`src/logic/wsnc_pkg.sv`:
```
`default_nettype none

package wsnc_pkg;

    // Sizes of the array
    localparam int unsigned CHAN_N    = 4;
    localparam int unsigned SLOT_N    = 4;
    localparam int unsigned TAP_W     = 8;
    localparam int unsigned SLOT_W    = 9;
    localparam int unsigned WORD_W    = 24;
    localparam int unsigned BITCNT_W  = 5;

    // Field positions inside a stored slot
    localparam int unsigned BUF_MODE_POS = 8;

    // Word length check and counter reset
    localparam logic [BITCNT_W-1:0] WORD_BITS = 5'h18;
    localparam logic [BITCNT_W-1:0] BITCNT_RST = 5'h00;

    // Values after reset and wiper position limits
    localparam logic [SLOT_W-1:0] SLOT_RST    = 9'h080;
    localparam logic [TAP_W-1:0]  TAP_RST     = 8'h00;
    localparam logic [TAP_W-1:0]  TAP_MAX     = 8'hFF;
    localparam logic [TAP_W-1:0]  TAP_MIN     = 8'h00;
    localparam logic [WORD_W-1:0] SHIFT_RST   = 24'h000000;

    // Internal slot access time and its cycle count at 50 MHz
    localparam int unsigned CLK_PERIOD_NS = 20;
    localparam int unsigned NVM_ACC_NS    = 1000;
    localparam int unsigned NVM_ACC_CYC   =
        (NVM_ACC_NS + CLK_PERIOD_NS - 1) / CLK_PERIOD_NS;
    localparam int unsigned ACC_CNT_W     = $clog2(NVM_ACC_CYC + 1);

    // Command opcodes
    typedef enum logic [3:0] {
        WSNC_OP_NOP     = 4'h0,
        WSNC_OP_RD_TAP  = 4'hC,
        WSNC_OP_WR_TAP  = 4'h4,
        WSNC_OP_RD_SLOT = 4'hA,
        WSNC_OP_PRG     = 4'h2,
        WSNC_OP_LOAD    = 4'hB,
        WSNC_OP_STORE   = 4'h3,
        WSNC_OP_UP      = 4'h7,
        WSNC_OP_DOWN    = 4'hF,
        WSNC_OP_SLEEP   = 4'h8,
        WSNC_OP_WAKE    = 4'h1,
        WSNC_OP_SWRST   = 4'h9
    } wsnc_op_t;

    // One serial command word, most significant bit first
    typedef struct packed {
        logic [3:0] opcode;
        logic       slot_select_hi;
        logic       slot_select_lo;
        logic       channel_select_hi;
        logic       channel_select_lo;
        logic [6:0] dont_care;
        logic [8:0] data;
    } wsnc_cmd_t;

    // Control states, one-hot
    typedef enum logic [2:0] {
        WSNC_ST_RECALL = 3'b001,
        WSNC_ST_IDLE   = 3'b010,
        WSNC_ST_BUSY   = 3'b100
    } wsnc_state_t;

endpackage : wsnc_pkg

`default_nettype wire

```
`src/logic/wsnc_ctrl.sv`:
```
`timescale 1ns/1ns
`default_nettype none

// Function
// - Each channel keeps four nine-bit slots: eight-bit position plus buffer mode.
// - Reset and software reset copy slot 0 into each channel's wiper register.
// - Buffer mode 0 is off, 1 is on, independent per channel.
// - Direct writes leave buffer mode; only program then load or a reset recall changes it.
// - Direct write puts the host's full position into the chosen wiper register.
// - Up and down move the chosen wiper by exactly one step.
// - Up at top and down at bottom leave the position unchanged.
// - Restore loads one chosen slot into the chosen wiper register.
// - Program command writes the addressed slot with the nine data bits.
// - Store command copies current position and buffer mode into the slot.
// - Two slot-select bits of the instruction byte pick the slot.
// - Write lock low blocks slot changes; read and load still work.
// - Each slot access runs a cycle that ends before a new command.
// - Read, program, load and store commands give completion handshake.
// - Chip select falling releases ready high; high while commands accepted.
// - Handshake is valid for read, program, load and store only; other commands leave ready released.
// - A command is one 24-bit word, most significant bit first.
// - Channel and slot select bits decode binary to 0 to 3.
// - Inputs sampled on rising serial clock, outputs change on falling.
module wsnc_ctrl
    import wsnc_pkg::*;
#(
    parameter int unsigned ACC_CYC = NVM_ACC_CYC
)(
    // System clock and reset
    input  wire logic                         clk_sys_i,
    input  wire logic                         nrst_i,
    // Serial link pins
    input  wire logic                         sclk_i,
    input  wire logic                         cs_n_i,
    input  wire logic                         sdi_i,
    output logic                              sdo_o,
    output logic                              sdo_oe_n_o,
    // Open-drain completion pin
    output logic                              rdy_o,
    output logic                              rdy_oe_n_o,
    // Write lock, active low
    input  wire logic                         wp_n_i,
    // Wiper settings toward the resistor network
    output logic [CHAN_N-1:0][TAP_W-1:0]      wiper_pos_o,
    output logic [CHAN_N-1:0]                 buf_on_o,
    output logic                              sleep_o
);

    // Synchronisers: stage 0 feeds stage 1 only, stage 2 is for edges
    logic [2:0] sclk_s_q;
    logic [2:0] cs_s_q;
    logic [1:0] sdi_s_q;
    logic [1:0] wp_s_q;

    logic                                sclk_rise;
    logic                                sclk_fall;
    logic                                cs_fall;
    logic                                cs_rise;
    logic                                cs_low;

    logic [WORD_W-1:0]                   shift_q;
    logic [BITCNT_W-1:0]                 bitcnt_q;
    logic [WORD_W-1:0]                   out_q;
    logic [WORD_W-1:0]                   resp_q;
    logic                                word_ok;
    wsnc_cmd_t                           cmd;

    wsnc_state_t                         state_q;
    logic [ACC_CNT_W-1:0]                acc_q;
    logic                                sleep_q;
    logic                                recall_req_q;

    logic [SLOT_W-1:0]                   slot_q [CHAN_N][SLOT_N];
    logic [CHAN_N-1:0][TAP_W-1:0]        tap_q;
    logic [CHAN_N-1:0]                   mode_q;

    logic [1:0]                          chan;
    logic [1:0]                          slot;
    logic                                exec;
    logic                                locked;
    logic                                is_slot_op;

    // Decode the handshaked commands that run an access cycle
    function automatic logic needs_access(input logic [3:0] op);
        case (op)
            WSNC_OP_RD_TAP, WSNC_OP_RD_SLOT, WSNC_OP_PRG,
            WSNC_OP_LOAD, WSNC_OP_STORE:
                needs_access = 1'b1;
            default:
                needs_access = 1'b0;
        endcase
    endfunction : needs_access

    // Pin synchronisers
    always_ff @(posedge clk_sys_i)
    begin
        if (!nrst_i)
        begin
            sclk_s_q <= 3'h0;
            cs_s_q   <= 3'h7;
            sdi_s_q  <= 2'h0;
            wp_s_q   <= 2'h3;
        end
        else
        begin
            sclk_s_q <= {sclk_s_q[1:0], sclk_i};
            cs_s_q   <= {cs_s_q[1:0], cs_n_i};
            sdi_s_q  <= {sdi_s_q[0], sdi_i};
            wp_s_q   <= {wp_s_q[0], wp_n_i};
        end
    end

    // Edges found on the second stage against the third
    assign sclk_rise = sclk_s_q[1] & ~sclk_s_q[2];
    assign sclk_fall = ~sclk_s_q[1] & sclk_s_q[2];
    assign cs_fall   = ~cs_s_q[1] & cs_s_q[2];
    assign cs_rise   = cs_s_q[1] & ~cs_s_q[2];
    assign cs_low    = ~cs_s_q[1];
    assign locked    = ~wp_s_q[1];

    // Input shifter, rising clock only while selected
    always_ff @(posedge clk_sys_i)
    begin
        if (!nrst_i)
        begin
            shift_q  <= SHIFT_RST;
            bitcnt_q <= BITCNT_RST;
        end
        else if (cs_fall)
        begin
            bitcnt_q <= BITCNT_RST;
        end
        else if (cs_low && sclk_rise)
        begin
            shift_q <= {shift_q[WORD_W-2:0], sdi_s_q[1]};
            // Count one past a full word so over-long frames are dropped as well
            if (bitcnt_q <= WORD_BITS)
            begin
                bitcnt_q <= bitcnt_q + 5'h01;
            end
        end
    end

    // Only a word of exactly 24 bits is executed; short or long frames drop
    assign word_ok = (bitcnt_q == WORD_BITS);
    assign cmd     = wsnc_cmd_t'(shift_q);
    assign chan    = {cmd.channel_select_hi, cmd.channel_select_lo};
    assign slot    = {cmd.slot_select_hi, cmd.slot_select_lo};
    // Commands arriving during an access cycle are not accepted
    assign exec    = cs_rise && word_ok && (state_q == WSNC_ST_IDLE);
    assign is_slot_op = needs_access(cmd.opcode);

    // Control sequence: recall after reset, access cycle, idle
    always_ff @(posedge clk_sys_i)
    begin
        if (!nrst_i)
        begin
            state_q <= WSNC_ST_RECALL;
            acc_q   <= '0;
        end
        else
        begin
            case (state_q)
                WSNC_ST_RECALL:
                begin
                    state_q <= WSNC_ST_IDLE;
                end
                WSNC_ST_IDLE:
                begin
                    if (recall_req_q)
                    begin
                        state_q <= WSNC_ST_RECALL;
                    end
                    else if (exec && is_slot_op && !sleep_q)
                    begin
                        state_q <= WSNC_ST_BUSY;
                        acc_q   <= ACC_CNT_W'(ACC_CYC - 1);
                    end
                end
                WSNC_ST_BUSY:
                begin
                    if (acc_q == '0)
                    begin
                        state_q <= WSNC_ST_IDLE;
                    end
                    else
                    begin
                        acc_q <= acc_q - 1'b1;
                    end
                end
                default:
                begin
                    state_q <= WSNC_ST_IDLE;
                end
            endcase
        end
    end

    // Sleep flag and software reset request
    always_ff @(posedge clk_sys_i)
    begin
        if (!nrst_i)
        begin
            sleep_q      <= 1'b0;
            recall_req_q <= 1'b0;
        end
        else
        begin
            recall_req_q <= 1'b0;
            if (exec)
            begin
                if (cmd.opcode == WSNC_OP_WAKE)
                begin
                    sleep_q <= 1'b0;
                end
                else if (!sleep_q && cmd.opcode == WSNC_OP_SLEEP)
                begin
                    sleep_q <= 1'b1;
                end
                else if (!sleep_q && cmd.opcode == WSNC_OP_SWRST)
                begin
                    recall_req_q <= 1'b1;
                end
            end
        end
    end

    // Slot store; nrst stands for power-up so the slots reset to a default
    always_ff @(posedge clk_sys_i)
    begin
        if (!nrst_i)
        begin
            for (int c = 0; c < CHAN_N; c++)
            begin
                for (int s = 0; s < SLOT_N; s++)
                begin
                    slot_q[c][s] <= SLOT_RST;
                end
            end
        end
        // A locked write still goes busy but leaves the slot alone
        else if (exec && !sleep_q && !locked)
        begin
            if (cmd.opcode == WSNC_OP_PRG)
            begin
                slot_q[chan][slot] <= cmd.data;
            end
            else if (cmd.opcode == WSNC_OP_STORE)
            begin
                slot_q[chan][slot] <= {mode_q[chan], tap_q[chan]};
            end
        end
    end

    // Wiper positions and buffer modes, one per channel
    generate
        for (genvar g = 0; g < CHAN_N; g++)
        begin : g_chan
            always_ff @(posedge clk_sys_i)
            begin
                if (!nrst_i)
                begin
                    tap_q[g]  <= TAP_RST;
                    mode_q[g] <= 1'b0;
                end
                else if (state_q == WSNC_ST_RECALL)
                begin
                    tap_q[g]  <= slot_q[g][0][TAP_W-1:0];
                    mode_q[g] <= slot_q[g][0][BUF_MODE_POS];
                end
                else if (exec && !sleep_q && chan == 2'(g))
                begin
                    case (cmd.opcode)
                        WSNC_OP_WR_TAP:
                        begin
                            tap_q[g] <= cmd.data[TAP_W-1:0];
                        end
                        WSNC_OP_UP:
                        begin
                            if (tap_q[g] != TAP_MAX)
                            begin
                                tap_q[g] <= tap_q[g] + 8'h01;
                            end
                        end
                        WSNC_OP_DOWN:
                        begin
                            if (tap_q[g] != TAP_MIN)
                            begin
                                tap_q[g] <= tap_q[g] - 8'h01;
                            end
                        end
                        WSNC_OP_LOAD:
                        begin
                            tap_q[g]  <= slot_q[g][slot][TAP_W-1:0];
                            mode_q[g] <= slot_q[g][slot][BUF_MODE_POS];
                        end
                        default:
                        begin
                            tap_q[g] <= tap_q[g];
                        end
                    endcase
                end
            end
        end
    endgenerate

    // Read answers; shifted out during the next frame
    always_ff @(posedge clk_sys_i)
    begin
        if (!nrst_i)
        begin
            resp_q <= SHIFT_RST;
        end
        else if (exec && !sleep_q)
        begin
            if (cmd.opcode == WSNC_OP_RD_TAP)
            begin
                resp_q <= {shift_q[WORD_W-1:SLOT_W], mode_q[chan], tap_q[chan]};
            end
            else if (cmd.opcode == WSNC_OP_RD_SLOT)
            begin
                resp_q <= {shift_q[WORD_W-1:SLOT_W], slot_q[chan][slot]};
            end
        end
    end

    // Output shifter: first bit on select, the rest on falling clock
    always_ff @(posedge clk_sys_i)
    begin
        if (!nrst_i)
        begin
            out_q <= SHIFT_RST;
        end
        else if (cs_fall)
        begin
            out_q <= resp_q;
        end
        else if (cs_low && sclk_fall)
        begin
            out_q <= {out_q[WORD_W-2:0], 1'b0};
        end
    end

    // Open-drain pins: only ever pull low, released otherwise
    always_ff @(posedge clk_sys_i)
    begin
        if (!nrst_i)
        begin
            sdo_oe_n_o <= 1'b1;
            rdy_oe_n_o <= 1'b1;
        end
        else
        begin
            // On select the fresh answer drives at once, not the stale shifter bit
            sdo_oe_n_o <= ~(cs_low & ~(cs_fall ? resp_q[WORD_W-1] : out_q[WORD_W-1]));
            // Busy pulls low; a new select never falls during busy by host contract
            rdy_oe_n_o <= (state_q != WSNC_ST_BUSY) || cs_fall;
        end
    end

    assign sdo_o = 1'b0;
    assign rdy_o = 1'b0;

    // Settings toward the analog side
    assign wiper_pos_o = tap_q;
    assign buf_on_o    = mode_q;
    assign sleep_o     = sleep_q;

endmodule : wsnc_ctrl

`default_nettype wire

```
`config.mk`:
```
export PLATFORM = sky130hd
export DESIGN_NAME = wsnc_ctrl
export DESIGN_NICKNAME = d
export VERILOG_FILES = /design/src/logic/wsnc_pkg.sv /design/src/logic/wsnc_ctrl.sv
export SDC_FILE = /design/constraint.sdc
export NUM_CORES = 1
export LEC_CHECK = 0
export BUFFER_PORTS_ARGS = -buffer_cell sky130_fd_sc_hd__buf_2
export CORE_MARGIN = 1.5
export CORE_UTILIZATION = 40
export DETAILED_ROUTE_END_ITERATION = 8
export GPL_TIMING_DRIVEN = 0
export PLACE_DENSITY = 0.52
export SLEW_MARGIN = 20
export SYNTH_ARGS = -nofsm -noshare
export SYNTH_HDL_FRONTEND = slang
export SYNTH_SLANG_ARGS = --single-unit
```
`constraint.sdc`:
```
create_clock -name clk_sys_i -period 3.3 [get_ports clk_sys_i]
set_input_delay 0.33 -clock clk_sys_i [delete_from_list [all_inputs] [get_ports clk_sys_i]]
set_output_delay 0.33 -clock clk_sys_i [all_outputs]
set_load 0.01 [all_outputs]
```
[Yosys cells after proc, flatten, opt, wreduce, memory -nomap -nowiden]
Memories as Yosys holds them, arrays and structs flattened. A register that Yosys moved wholly into a read port is not among the register bits.
Cells that the tools add are included.
Cells by class
  add/sub/neg operators: 10
  bitwise logic cells: 51
  reduce and logical (&&, ||, !) cells: 51
  magnitude comparators: 4
  muxes and demuxes: 121
  equality and inequality tests: 36
Operators by type and width (count)
  $mux 36: 4
  $mux 8: 17
  $pmux 8 s4: 4
  $mux 9: 11
  $mux 24: 4
  $bmux 9 s2: 5
  $mux 1: 62
  $or 1x1->1: 36
  $reduce_or 36->1: 1
  $add 8x1->8 const B: 4
  $ne 8x8->1 const B: 4
  $reduce_bool 8->1: 4
  $sub 8x1->8 const B: 4
  $ne 3x3->1 const B: 9
  $eq 4x4->1 const B: 6
  $reduce_and 4->1: 5
  $demux 9 s2: 1
  $mux 6: 3
  $reduce_and 2->1: 9
  $reduce_bool 2->1: 9
  $bmux 8 s2: 1
  $logic_and 1x1->1: 15
  $pmux 6 s2: 1
  $mux 3: 3
  other kinds (32): 51
Word-level totals
  bits in registers: 136
  memories: 1
  output and inout bits: 41
  bits of input ports: 6
  word-level logic and storage cells: 296
  RAM bits: 144
Memory list
  slot_q: depth 4, width 36, rd ports 5, clocked after Yosys merged registers in 1, wr ports 4, line wsnc_ctrl.sv:73  | logic [SLOT_W-1:0] slot_q [CHAN_N][SLOT_N];

[Depth between registers and ports, before layout]
Gate-level depths: netlist of run 1.
  depth in word-level cells: 12
  gate-level depth with buffers: 12
  mapped depth without buffers: 9

[Worst setup path before layout of run 1]
OpenSTA, ideal clock, no wires.
  path type: register to register
  start: reg shift_q[23], in the netlist cmd[23]
  end: reg tap_q (netlist bit wiper_pos_o[7])
  library setup time: 0.070 ns
  data required time: 3.230 ns
  clock period less this slack: 3.010 ns
  stages on the path, launching flop included: 12
  data arrival time: 2.939 ns
  path slack: 0.290 ns
  cell sequence: dfxtp_1 clkbuf_1 nand4_1 inv_2 buf_1 ha_1 and4_1 nor4_1 nor4_1 or3_1 a311o_1 a21oi_1
Between the ends
  word-level cells in the longest chain between the ends: 4
  elaborated cells on any way between the ends: 11
  those cells by class: 6 x eq/ne; 3 x mux; 2 x reduce/logical
Ends and longest elaborated chain
  from (decl): line wsnc_ctrl.sv:61  | logic [WORD_W-1:0] shift_q;
  from (signal assigned): line wsnc_ctrl.sv:135  | shift_q <= {shift_q[WORD_W-2:0], sdi_s_q[1]};
  $eq 4x4->1 / $eq 4x3->1 (equally long branches): line wsnc_ctrl.sv:273  | case (cmd.opcode)
  $pmux 8 s4: line wsnc_ctrl.sv:273
  $mux 8: line wsnc_ctrl.sv:271  | else if (exec && !sleep_q && chan == 2'(g))
  $mux 8: line wsnc_ctrl.sv:266  | else if (state_q == WSNC_ST_RECALL)
  to (signal, indexed assignment): line wsnc_ctrl.sv:268  | tap_q[g] <= slot_q[g][0][TAP_W-1:0];
  to (signal, indexed assignment): line wsnc_ctrl.sv:276  | tap_q[g] <= cmd.data[TAP_W-1:0];
  to (signal, indexed assignment): line wsnc_ctrl.sv:282  | tap_q[g] <= tap_q[g] + 8'h01;
  to (decl): line wsnc_ctrl.sv:74  | logic [CHAN_N-1:0][TAP_W-1:0] tap_q;
Several ways; a longest one is shown, not always the timed one. The select of a mux whose other input is x is not followed.
A chain may end at the register's enable or synchronous reset.

==> flow_metrics.env, run 1 <==
export IMPL_dieArea_mm2=0.0397
export IMPL_synth_edff_count=144
export IMPL_final_setup_skew_ns=0.0146
export IMPL_r2r_worst_path_cells=7
export IMPL_gp_congestion=0.999
export IMPL_ant_nets=0
export IMPL_synth_top_area_share_pct=28.1
export IMPL_yosysSeqAreaShare_pct=46.0
export IMPL_layout_drive_gt1_share_pct=13.6
export IMPL_max_slew_margin_pct=31.2
export IMPL_synth_area_mm2=0.0154
export IMPL_fin_crit_ns=3.25
export IMPL_wl_um=56100
export IMPL_slew_violations=0
export IMPL_synth_top_area_cell="edfxtp_1"
export IMPL_crit_path_max_fanout=10
export IMPL_reg2reg_to="resp_q[2]$_SDFFE_PN0P_"
export IMPL_hold_path_class="flip-flop to flip-flop"
export IMPL_p_per_area_mw_per_mm2=454
export IMPL_via_count=13100
export IMPL_synth_distinct_cells=63
export IMPL_yosys_warnings=0
export IMPL_finalCritPeriodShare_pct=98.6
export IMPL_synth_ff_type="edfxtp_1"
export IMPL_vias_per_cell=5.99
export IMPL_grt_max_degree=22
export IMPL_stdcell_area_mm2=0.0175
export IMPL_postSynthAreaPerCell_um2=9.82
export IMPL_die_h_um=199
export IMPL_critPathKind="flip-flop to flip-flop"
export IMPL_io_buffers=43
export IMPL_drv_cap=0
export IMPL_track_usage_pct=28.7
export IMPL_synth_seq_cells=282
export IMPL_globalRoute_totalOverflow=0
export IMPL_fin_cells=2191
export IMPL_drt_first_pass_iters=6
export IMPL_cts_buffer_depth=3
export IMPL_required_ns=3.68
export IMPL_cp_arrival_ns=3.63
export IMPL_fin_ws_ns=0.0478
export IMPL_irDropWorstVdd_mv=0.280
export IMPL_fp_dieW_um=199
export IMPL_end_kind="flip-flop"
export IMPL_finalHoldWorstSlack_ns=0.427
export IMPL_htree_levels=2
export IMPL_p_leak_nw=5.83
export IMPL_syn_inst=1568
export IMPL_n_antenna_cell=0
export IMPL_cts_buffers=34
export IMPL_cts_tree="built"
export IMPL_async_flop_share_pct=0
export IMPL_max_freq_mhz=307
export IMPL_whs_endpoint="wp_s_q[1]$_SDFF_PN1_"
export IMPL_hpwlAfterDp_um=44000
export IMPL_ys_top_cells_by_area="edfxtp_1 28%, dfxtp_1 18%, mux4_2 11%"
export IMPL_outcome="finished clean"
export IMPL_drt_iter0_drc=1346
export IMPL_drc=0
export IMPL_clock_latency_ns=0.54
export IMPL_clk_pin_slew_ns=0.06
export IMPL_hp_start="wp_s_q[0]$_SDFF_PN1_"
export IMPL_setup_tns_final_ns=0
export IMPL_drt_wirelength_per_cell_um=25.6
export IMPL_pre_cts_ws_ns=-0.997
export IMPL_total_power_mw=7.95
export IMPL_dpl_cell_count=2124
export IMPL_worst_slew_pin_slew_ns=1.03
export IMPL_post_dp_cell_area_mm2=0.0163
export IMPL_start_util_pct=40.8
export IMPL_start_kind="flip-flop"
export IMPL_ioPinCount=47
export IMPL_row_count=71
export IMPL_ff2ff_setup_slack_ns=0.05
export IMPL_final_hold_viol_count=0
export IMPL_rsz0062_at_grt="true"
export IMPL_clockRootBuffer="clkbuf_16"
export IMPL_cts_num_sinks=282
export IMPL_setup_viol=0
export IMPL_antenna_found_initial=0
export IMPL_core_mm2=0.0378
export IMPL_grt_pass1_vias=12400
export IMPL_fill_cells=3617
export IMPL_final_nets=1680
export IMPL_whs_path_depth=1
export IMPL_layout_area_overhead_vs_synth_pct=13.5
export IMPL_grt_pass1_wl_um=82400
export IMPL_postLayoutCoreUtil_pct=46.3
[worst max-delay path: stages (launching register included)]
cell       delay (ns)
dfxtp_1          0.34
clkbuf_1         0.54
buf_2            0.51
mux4_2           0.57
nand2_1          0.10
a21oi_1          0.07
a2111oi_1        0.85
nor2_1           0.10
[sequential cells by signal, summed over array words and instances, names as in the netlist, named ones only]
register      cells
wiper_pos_o      32
rdy_oe_n_o        1
acc_q             6
buf_on_o          4
resp_q           24
sclk_s_q          3
sdo_oe_n_o        1
sdi_s_q           2
cmd              24
state_q           3
bitcnt_q          5
out_q            24
slot_q          144
wp_s_q            2
cs_s_q            3
recall_req_q      1
sleep_o           1
[Yosys cell counts (all sizes together) (9+ instances only)]
master	count
nor2	247
nand2	211
edfxtp	144
dfxtp	138
a21oi	115
clkbuf	96
mux4	77
mux2i	71
o21ai	59
nand3	42
buf	29
a211oi	28
nor3	22
xnor2	21
ha	20
nand2b	18
inv	16
nand4	15
a31oi	14
o31ai	14
nor4	13
xor2	12
a2111oi	11
and3	11
o211ai	11
and2	9
[worst max path at each step]
stage	cells after the start	slack (ns)	end	start
CTS	7	0.02	slot_q[0][8]$_SDFFCE_PN0P_	state_q[2]$_SDFFE_PN0P_
global route	6	-0.001	slot_q[3][17]$_SDFFCE_PN0P_	state_q[1]$_SDFFE_PN0P_
floorplan	11	0.29	wiper_pos_o[7]$_SDFFE_PN0P_	cmd[23]$_SDFFE_PN0P_
global placement	9	-1.22	wiper_pos_o[23]$_SDFFE_PN0P_	cmd[23]$_SDFFE_PN0P_
finish	7	0.05	resp_q[2]$_SDFFE_PN0P_	flip-flop
detailed placement	9	-1.0	wiper_pos_o[31]$_SDFFE_PN0P_	cmd[23]$_SDFFE_PN0P_
[cell usage in the layout, fill, tap and decap left out, drive strengths merged, types with 18 or more instances in the layout]
master	n
a21oi	115
inv	18
o21ai	59
edfxtp	144
nor2	247
nor3	22
nand2b	18
mux2i	71
nand3	42
nand2	211
buf	74
clkbuf	146
a211oi	28
ha	20
dfxtp	138
mux4	77
xnor2	21
[routing by layer]
metal | up-vias | track usage [%] | share of wire, %
met4 | 0 | 12.5 | 4.7
li1 | 5925 | - | -
met5 | - | 0 | 0
met1 | 6409 | 40.0 | 43
met2 | 681 | 43.1 | 43
met3 | 119 | 5.86 | 8.9
[cell families after synthesis]
group | share of synthesized area [%]
flip-flops | 46.0
AO/OA/AOI/OAI | 12.6
multiplexers | 16.0
buffers and inverters | 3.57
AND/OR/NAND/NOR | 18.1
XOR/XNOR | 1.88
other | 0.0243
adder cells (fa/ha/maj) | 1.75
[final cells by class]
cell class | count | area [um^2] | share of cell area (%)
clock inverters | 11 | 103 | 0.587
inverters | 16 | 60.1 | 0.343
repair buffers | 51 | 288 | 1.65
flip-flops and latches | 282 | 7090 | 40.5
plain buffers | 123 | 492 | 2.81
clock buffers | 51 | 925 | 5.29
multi-input cells | 1146 | 7890 | 45.1
well taps | 511 | 639 | 3.66
[repair_timing]
item / in CTS / in global routing
hold buffers: 4 / 0
pin swaps: 2 / 0
gates resized for setup: 20 / 25
setup buffers: 3 / 0
hold endpoints to repair: 4 / 0
endpoints found under the setup margin: 102 / 182
cloned: 0 / 0
[power by group]
group	total [mW]	switching, mW	leakage, nW	internal, mW
combinational	0.466	0.296	2.85	0.170
clock	3.55	1.52	0.484	2.03
sequential	3.93	0.123	2.50	3.81
total	7.95	1.94	5.83	6.01
Power figures use the tool's default switching activity.
==> inputs of run 2 (changes only) <==
--- a/config.mk
+++ b/config.mk
@@ -6,10 +6,11 @@
 export NUM_CORES = 1
 export LEC_CHECK = 0
 export BUFFER_PORTS_ARGS = -buffer_cell sky130_fd_sc_hd__buf_2
-export CORE_MARGIN = 1.5
+export CORE_MARGIN = 3
 export CORE_UTILIZATION = 40
 export DETAILED_ROUTE_END_ITERATION = 8
 export GPL_TIMING_DRIVEN = 0
+export HOLD_SLACK_MARGIN = 0.15
 export PLACE_DENSITY = 0.52
 export SLEW_MARGIN = 20
 export SYNTH_ARGS = -nofsm -noshare
==> run 2 against run 1 <==
Combinational power is 2% higher. Hold slack worse by 0.00083 ns. Highest routed layer unchanged. Critical path type unchanged. Sequential share of layout area is 0.26 points lower. Critical path depth stayed put. Global-route usage is 1.2 points lower. Final cell count stayed put.
==> flow_metrics.env, run 2 (synthesis results as in run 1) <==
export IMPL_grt_pass1_wl_um=84100
export IMPL_vias_per_cell=6.02
export IMPL_end_kind="flip-flop"
export IMPL_setup_viol=0
export IMPL_fill_cells=3680
export IMPL_start_util_pct=40.7
export IMPL_seq_power_share_pct=48.0
export IMPL_r2r_worst_path_cells=7
export IMPL_fin_crit_ns=3.21
export IMPL_drc=0
export IMPL_fin_ws_ns=0.0858
export IMPL_drt_first_pass_iters=5
export IMPL_final_setup_skew_ns=0.0231
export IMPL_core_mm2=0.0378
export IMPL_fp_dieW_um=202
export IMPL_cts_tree="built"
export IMPL_drt_iter0_drc=1540
export IMPL_final_common_cell="nor2_1"
export IMPL_cts_buffers=34
export IMPL_largest_reg_flops=144
export IMPL_gp_congestion=0.968
export IMPL_antenna_found_initial=0
export IMPL_crit_path_max_fanout=9
export IMPL_via_count=13200
export IMPL_slew_violations=0
export IMPL_p_per_area_mw_per_mm2=465
export IMPL_required_ns=3.50
export IMPL_whs_path_depth=3
export IMPL_regArea_mm2=0.00709
export IMPL_p_sw_share_pct=23.9
export IMPL_multi_input_area_mm2=0.00790
export IMPL_hold_path_class="input port to flip-flop"
export IMPL_io_buffers=43
export IMPL_outcome="finished clean"
export IMPL_grt_pass1_vias=12800
export IMPL_ioPinCount=47
export IMPL_max_freq_mhz=311
export IMPL_dpl_cell_count=2125
export IMPL_power_internal_mw=6.23
export IMPL_layout_drive_gt1_share_pct=13.7
export IMPL_comb_power_share_pct=5.8
export IMPL_layout_cells_most_common_list="247 x nor2_1, 197 x nand2_1, 144 x edfxtp_1"
export IMPL_worst_slew_pin_slew_ns=0.938
export IMPL_top_register="slot_q"
export IMPL_power_switching_mw=1.96
export IMPL_globalRoute_totalOverflow=0
export IMPL_dieArea_mm2=0.0409
export IMPL_start_kind="flip-flop"
export IMPL_cts_num_sinks=282
export IMPL_pre_cts_ws_ns=-1.04
export IMPL_cp_arrival_ns=3.42
export IMPL_clk_pin_slew_ns=0.06
export IMPL_n_antenna_cell=0
export IMPL_pwr_share_clk_pct=46.2
export IMPL_die_h_um=202
export IMPL_p_leak_nw=5.89
export IMPL_track_usage_pct=27.5
export IMPL_hpwlAfterDp_um=44400
export IMPL_critPathKind="flip-flop to flip-flop"
export IMPL_layout_area_overhead_vs_synth_pct=14.2
export IMPL_row_count=71
export IMPL_drv_cap=0
export IMPL_final_nets=1683
export IMPL_cts_buffer_depth=3
export IMPL_wl_um=56600
export IMPL_grt_max_degree=22
export IMPL_ant_nets=0
export IMPL_htree_levels=2
export IMPL_total_power_mw=8.19
export IMPL_final_hold_viol_count=0
export IMPL_clock_latency_ns=0.55
export IMPL_finalCritPeriodShare_pct=97.4
export IMPL_max_slew_margin_pct=37.5
export IMPL_clockRootBuffer="clkbuf_16"
export IMPL_fin_cells=2191
export IMPL_drt_wirelength_per_cell_um=25.8
export IMPL_irDropWorstVdd_mv=0.272
run 2: cell types whose count changed in the layout (fill, tap and decap cells not counted), sizes merged:
cell | before | now
bufinv | 1 | 3
clkdlybuf4s18 | 1 | 2
clkinvlp | 3 | 1
buf | 74 | 77
clkbuf | 146 | 141
clkinv | 5 | 6
run 2: stage by stage:
| stage | TNS [ns] | hold slack [ns] | cell area [um^2] | util (%) |
|---|---|---|---|---|
| 2_1_floorplan | 0 | 0.386 | 15400 | - |
| 3_3_place_gp | -40.77 | 0.416 | 16300 | 43.0 |
| 3_5_place_dp | -40.54 | 0.396 | 16300 | 43.0 |
| 4_1_cts | -0.341 | 0.427 | 17500 | 46.2 |
| 5_1_grt | -0.0622 | 0.442 | 17600 | 46.5 |
| 6_report | 0 | 0.426 | 17600 | 46.5 |
run 2: layer usage:
metal	GRT usage (%)	wire length, um
met1	38.0	24600
met2	43.0	25200
met3	6.20	4750
met4	9.18	2090
met5	0	0
run 2: power by group through the flow:
stage	Combinational (mW)	Sequential (mW)	Clock, mW
floorplan	0.293	3.93	0
global placement	0.451	4.00	0
detailed placement	0.452	4.00	0
CTS	0.460	3.92	3.84
global route	0.507	3.94	3.98
finish	0.473	3.93	3.79
run 2: area by class of cell:
| type | instances | area share, % |
|---|---|---|
| Buffer | 123 | 2.81 |
| Clock buffer | 47 | 5.39 |
| Clock inverter | 12 | 0.896 |
| Inverter | 16 | 0.341 |
| Multi-Input combinational cell | 1146 | 44.9 |
| Sequential cell | 282 | 40.3 |
| Tap cell | 511 | 3.63 |
| Timing Repair Buffer | 54 | 1.78 |
run 2: repair_timing:
item | 4_1_cts | 5_1_grt
hold buffers | 4 | 0
setup buffers | 2 | 3
pin swaps | 1 | 4
resized for setup | 18 | 26
hold endpoints to repair | 4 | 0
endpoints found under the setup margin | 103 | 172
run 2: worst max-delay path, cell delays in order (launching register included):
cell     delay, ns
dfxtp_1       0.37
or3b_1        0.47
or4_4         0.60
nor2_1        0.32
and3_1        0.22
buf_2         0.18
nand2_1       0.30
nand2_2       0.41
run 2: path summary, 6_finish.rpt:
kind                                               from                            to  slack (ns)
worst max-delay path            state_q[2]$_SDFFE_PN0P_   slot_q[0][19]$_SDFFCE_PN0P_        0.09
worst min-delay path                             nrst_i  wiper_pos_o[19]$_SDFFE_PN0P_        0.43
worst max register to register  state_q[2]$_SDFFE_PN0P_   slot_q[0][19]$_SDFFCE_PN0P_        0.09
worst min register to register     wp_s_q[0]$_SDFF_PN1_          wp_s_q[1]$_SDFF_PN1_        0.43
==> inputs of run 3 (changes only) <==
--- a/config.mk
+++ b/config.mk
@@ -5,7 +5,7 @@
 export SDC_FILE = /design/constraint.sdc
 export NUM_CORES = 1
 export LEC_CHECK = 0
-export BUFFER_PORTS_ARGS = -buffer_cell sky130_fd_sc_hd__buf_2
+export BUFFER_PORTS_ARGS = -buffer_cell sky130_fd_sc_hd__buf_4
 export CORE_MARGIN = 3
 export CORE_UTILIZATION = 40
 export DETAILED_ROUTE_END_ITERATION = 8
==> run 3 against run 2 <==
Routed wire length grew 0.58%. Utilization grew 0.34 points. Register-to-register slack gained 0.02 ns. Global-route usage is essentially flat. Clock-buffer cell count is the same. Hold slack gained 0.0068 ns. Worst setup slack gained 0.024 ns. Sequential share of layout area shrank 0.29 points. Clock skew grew 0.0067 ns. Critical path depth grew 1. Largest power group unchanged. Via count grew 0.86%. Combinational power grew 1%.
==> flow_metrics.env, run 3 (synthesis results as in run 1) <==
export IMPL_outcome="finished clean"
export IMPL_cts_num_sinks=282
export IMPL_grt_pass1_vias=12900
export IMPL_slew_violations=0
export IMPL_hp_start="nrst_i"
export IMPL_cp_arrival_ns=3.61
export IMPL_vias_per_cell=6.06
export IMPL_power_internal_mw=6.28
export IMPL_clock_latency_ns=0.55
export IMPL_worst_slew_pin_slew_ns=1.09
export IMPL_whs_endpoint="wiper_pos_o[19]$_SDFFE_PN0P_"
export IMPL_ant_nets=0
export IMPL_die_h_um=202
export IMPL_drc=0
export IMPL_p_per_area_mw_per_mm2=467
export IMPL_io_buffers=43
export IMPL_rsz0062_at_grt="true"
export IMPL_whs_path_depth=3
export IMPL_end_kind="flip-flop"
export IMPL_setup_viol=0
export IMPL_ioPinCount=47
export IMPL_fin_ws_ns=0.109
export IMPL_largest_reg_flops=144
export IMPL_via_count=13300
export IMPL_hpwlAfterDp_um=44000
export IMPL_stdcell_area_mm2=0.0177
export IMPL_post_dp_cell_area_mm2=0.0164
export IMPL_seq_power_share_pct=47.6
export IMPL_cts_tree="built"
export IMPL_n_antenna_cell=0
export IMPL_regArea_mm2=0.00709
export IMPL_ff2ff_setup_slack_ns=0.11
export IMPL_critPathKind="flip-flop to flip-flop"
export IMPL_track_usage_pct=27.5
export IMPL_antenna_found_initial=0
export IMPL_dieArea_mm2=0.0409
export IMPL_cts_buffer_depth=3
export IMPL_final_common_cell="nor2_1"
export IMPL_postLayoutCoreUtil_pct=46.8
export IMPL_top_register="slot_q"
export IMPL_clockRootBuffer="clkbuf_16"
export IMPL_cts_buffers=35
export IMPL_max_slew_margin_pct=27.3
export IMPL_comb_power_share_pct=5.8
export IMPL_final_hold_viol_count=0
export IMPL_htree_levels=2
export IMPL_fp_dieW_um=202
export IMPL_fill_cells=3690
export IMPL_final_nets=1684
export IMPL_pwr_share_clk_pct=46.6
export IMPL_wl_um=56900
export IMPL_drt_wirelength_per_cell_um=25.9
export IMPL_finalCritPeriodShare_pct=96.7
export IMPL_fin_crit_ns=3.19
export IMPL_layout_cells_most_common_list="247 x nor2_1, 195 x nand2_1, 144 x edfxtp_1"
export IMPL_pre_cts_ws_ns=-1.03
export IMPL_r2r_worst_path_cells=8
export IMPL_total_power_mw=8.27
export IMPL_globalRoute_totalOverflow=0
export IMPL_irDropWorstVdd_mv=0.298
export IMPL_p_leak_nw=5.94
export IMPL_dpl_cell_count=2125
export IMPL_grt_pass1_wl_um=84300
export IMPL_grt_max_degree=22
export IMPL_drt_first_pass_iters=9
export IMPL_layout_drive_gt1_share_pct=14.0
export IMPL_drt_iter0_drc=1384
export IMPL_r2r_start="cmd[21]$_SDFFE_PN0P_"
export IMPL_multi_input_area_mm2=0.00789
export IMPL_hold_path_class="input port to flip-flop"
export IMPL_drv_cap=0
export IMPL_max_freq_mhz=313
export IMPL_start_kind="flip-flop"
export IMPL_power_switching_mw=1.99
export IMPL_start_util_pct=40.7
export IMPL_crit_path_max_fanout=10
export IMPL_core_mm2=0.0378
export IMPL_fin_cells=2194
export IMPL_layout_area_overhead_vs_synth_pct=15.1
export IMPL_row_count=71
export IMPL_p_sw_share_pct=24.1
export IMPL_final_setup_skew_ns=0.0298
export IMPL_reg2reg_to="wiper_pos_o[8]$_SDFFE_PN0P_"
export IMPL_required_ns=3.72
export IMPL_gp_congestion=0.996
export IMPL_clk_pin_slew_ns=0.06
-- run 3: what timing repair did --
action                                  in CTS  in global routing
endpoints found under the hold margin        4                  0
setup buffers                                3                  2
endpoints found under the setup margin     102                163
resized for setup                           20                 22
hold buffers                                 4                  0
pin swaps                                    1                  2
-- run 3: power by group through the flow --
stage / logic (mW) / clock network, mW / registers (mW)
6_report: 0.479 / 3.86 / 3.93
5_1_grt: 0.512 / 4.05 / 3.94
2_1_floorplan: 0.293 / 0 / 3.93
4_1_cts: 0.467 / 3.91 / 3.92
3_5_place_dp: 0.459 / 0 / 4.00
3_3_place_gp: 0.458 / 0 / 4.00
-- run 3: layer usage --
metal  wire [um]  global-route usage [%]  up-vias
li1            -                       -     5936
met1       24200                    39.1     6489
met2       25100                    42.3      741
met3        5230                    4.20      128
met4        2400                    11.1        0
met5           0                       0        -
-- run 3: cell type report --
type,instances,area share [%]
plain buffers,123,2.77
repair buffers,54,2.37
inverters,16,0.339
clock buffers,47,5.43
flip-flops and latches,282,40.0
well taps,511,3.61
clock inverters,15,0.974
multi-input cells,1146,44.5
-- run 3: through the flow --
stage	hold slack, ns	setup TNS [ns]
floorplan	0.386	0
global placement	0.415	-42.91
detailed placement	0.419	-40.77
CTS	0.417	0
global route	0.454	-0.382
finish	0.433	0
-- run 3: how the worst max path moves through the flow --
| stage | to | depth (start not counted) | start | slack (ns) |
|---|---|---|---|---|
| finish | wiper_pos_o[8]$_SDFFE_PN0P_ | 8 | cmd[21]$_SDFFE_PN0P_ | 0.11 |
| global route | slot_q[0][8]$_SDFFCE_PN0P_ | 9 | bitcnt_q[0]$_SDFFE_PP0P_ | -0.05 |
| CTS | slot_q[1][34]$_SDFFCE_PN1P_ | 7 | cmd[18]$_SDFFE_PN0P_ | 0.02 |
| detailed placement | wiper_pos_o[15]$_SDFFE_PN0P_ | 12 | cmd[23]$_SDFFE_PN0P_ | -1.03 |
| global placement | wiper_pos_o[23]$_SDFFE_PN0P_ | 9 | cmd[23]$_SDFFE_PN0P_ | -1.32 |
| floorplan | wiper_pos_o[7]$_SDFFE_PN0P_ | 11 | cmd[23]$_SDFFE_PN0P_ | 0.29 |
-- run 3: critical path, stage by stage (launching register included) --
cell and delay, ns:
dfxtp_1 0.38, buf_2 0.21, nand3_1 0.48, nor4_1 0.44, a31oi_1 0.19, a31oi_4 0.46, clkbuf_1 0.54, nand2_1 0.11
a21oi_1 0.25
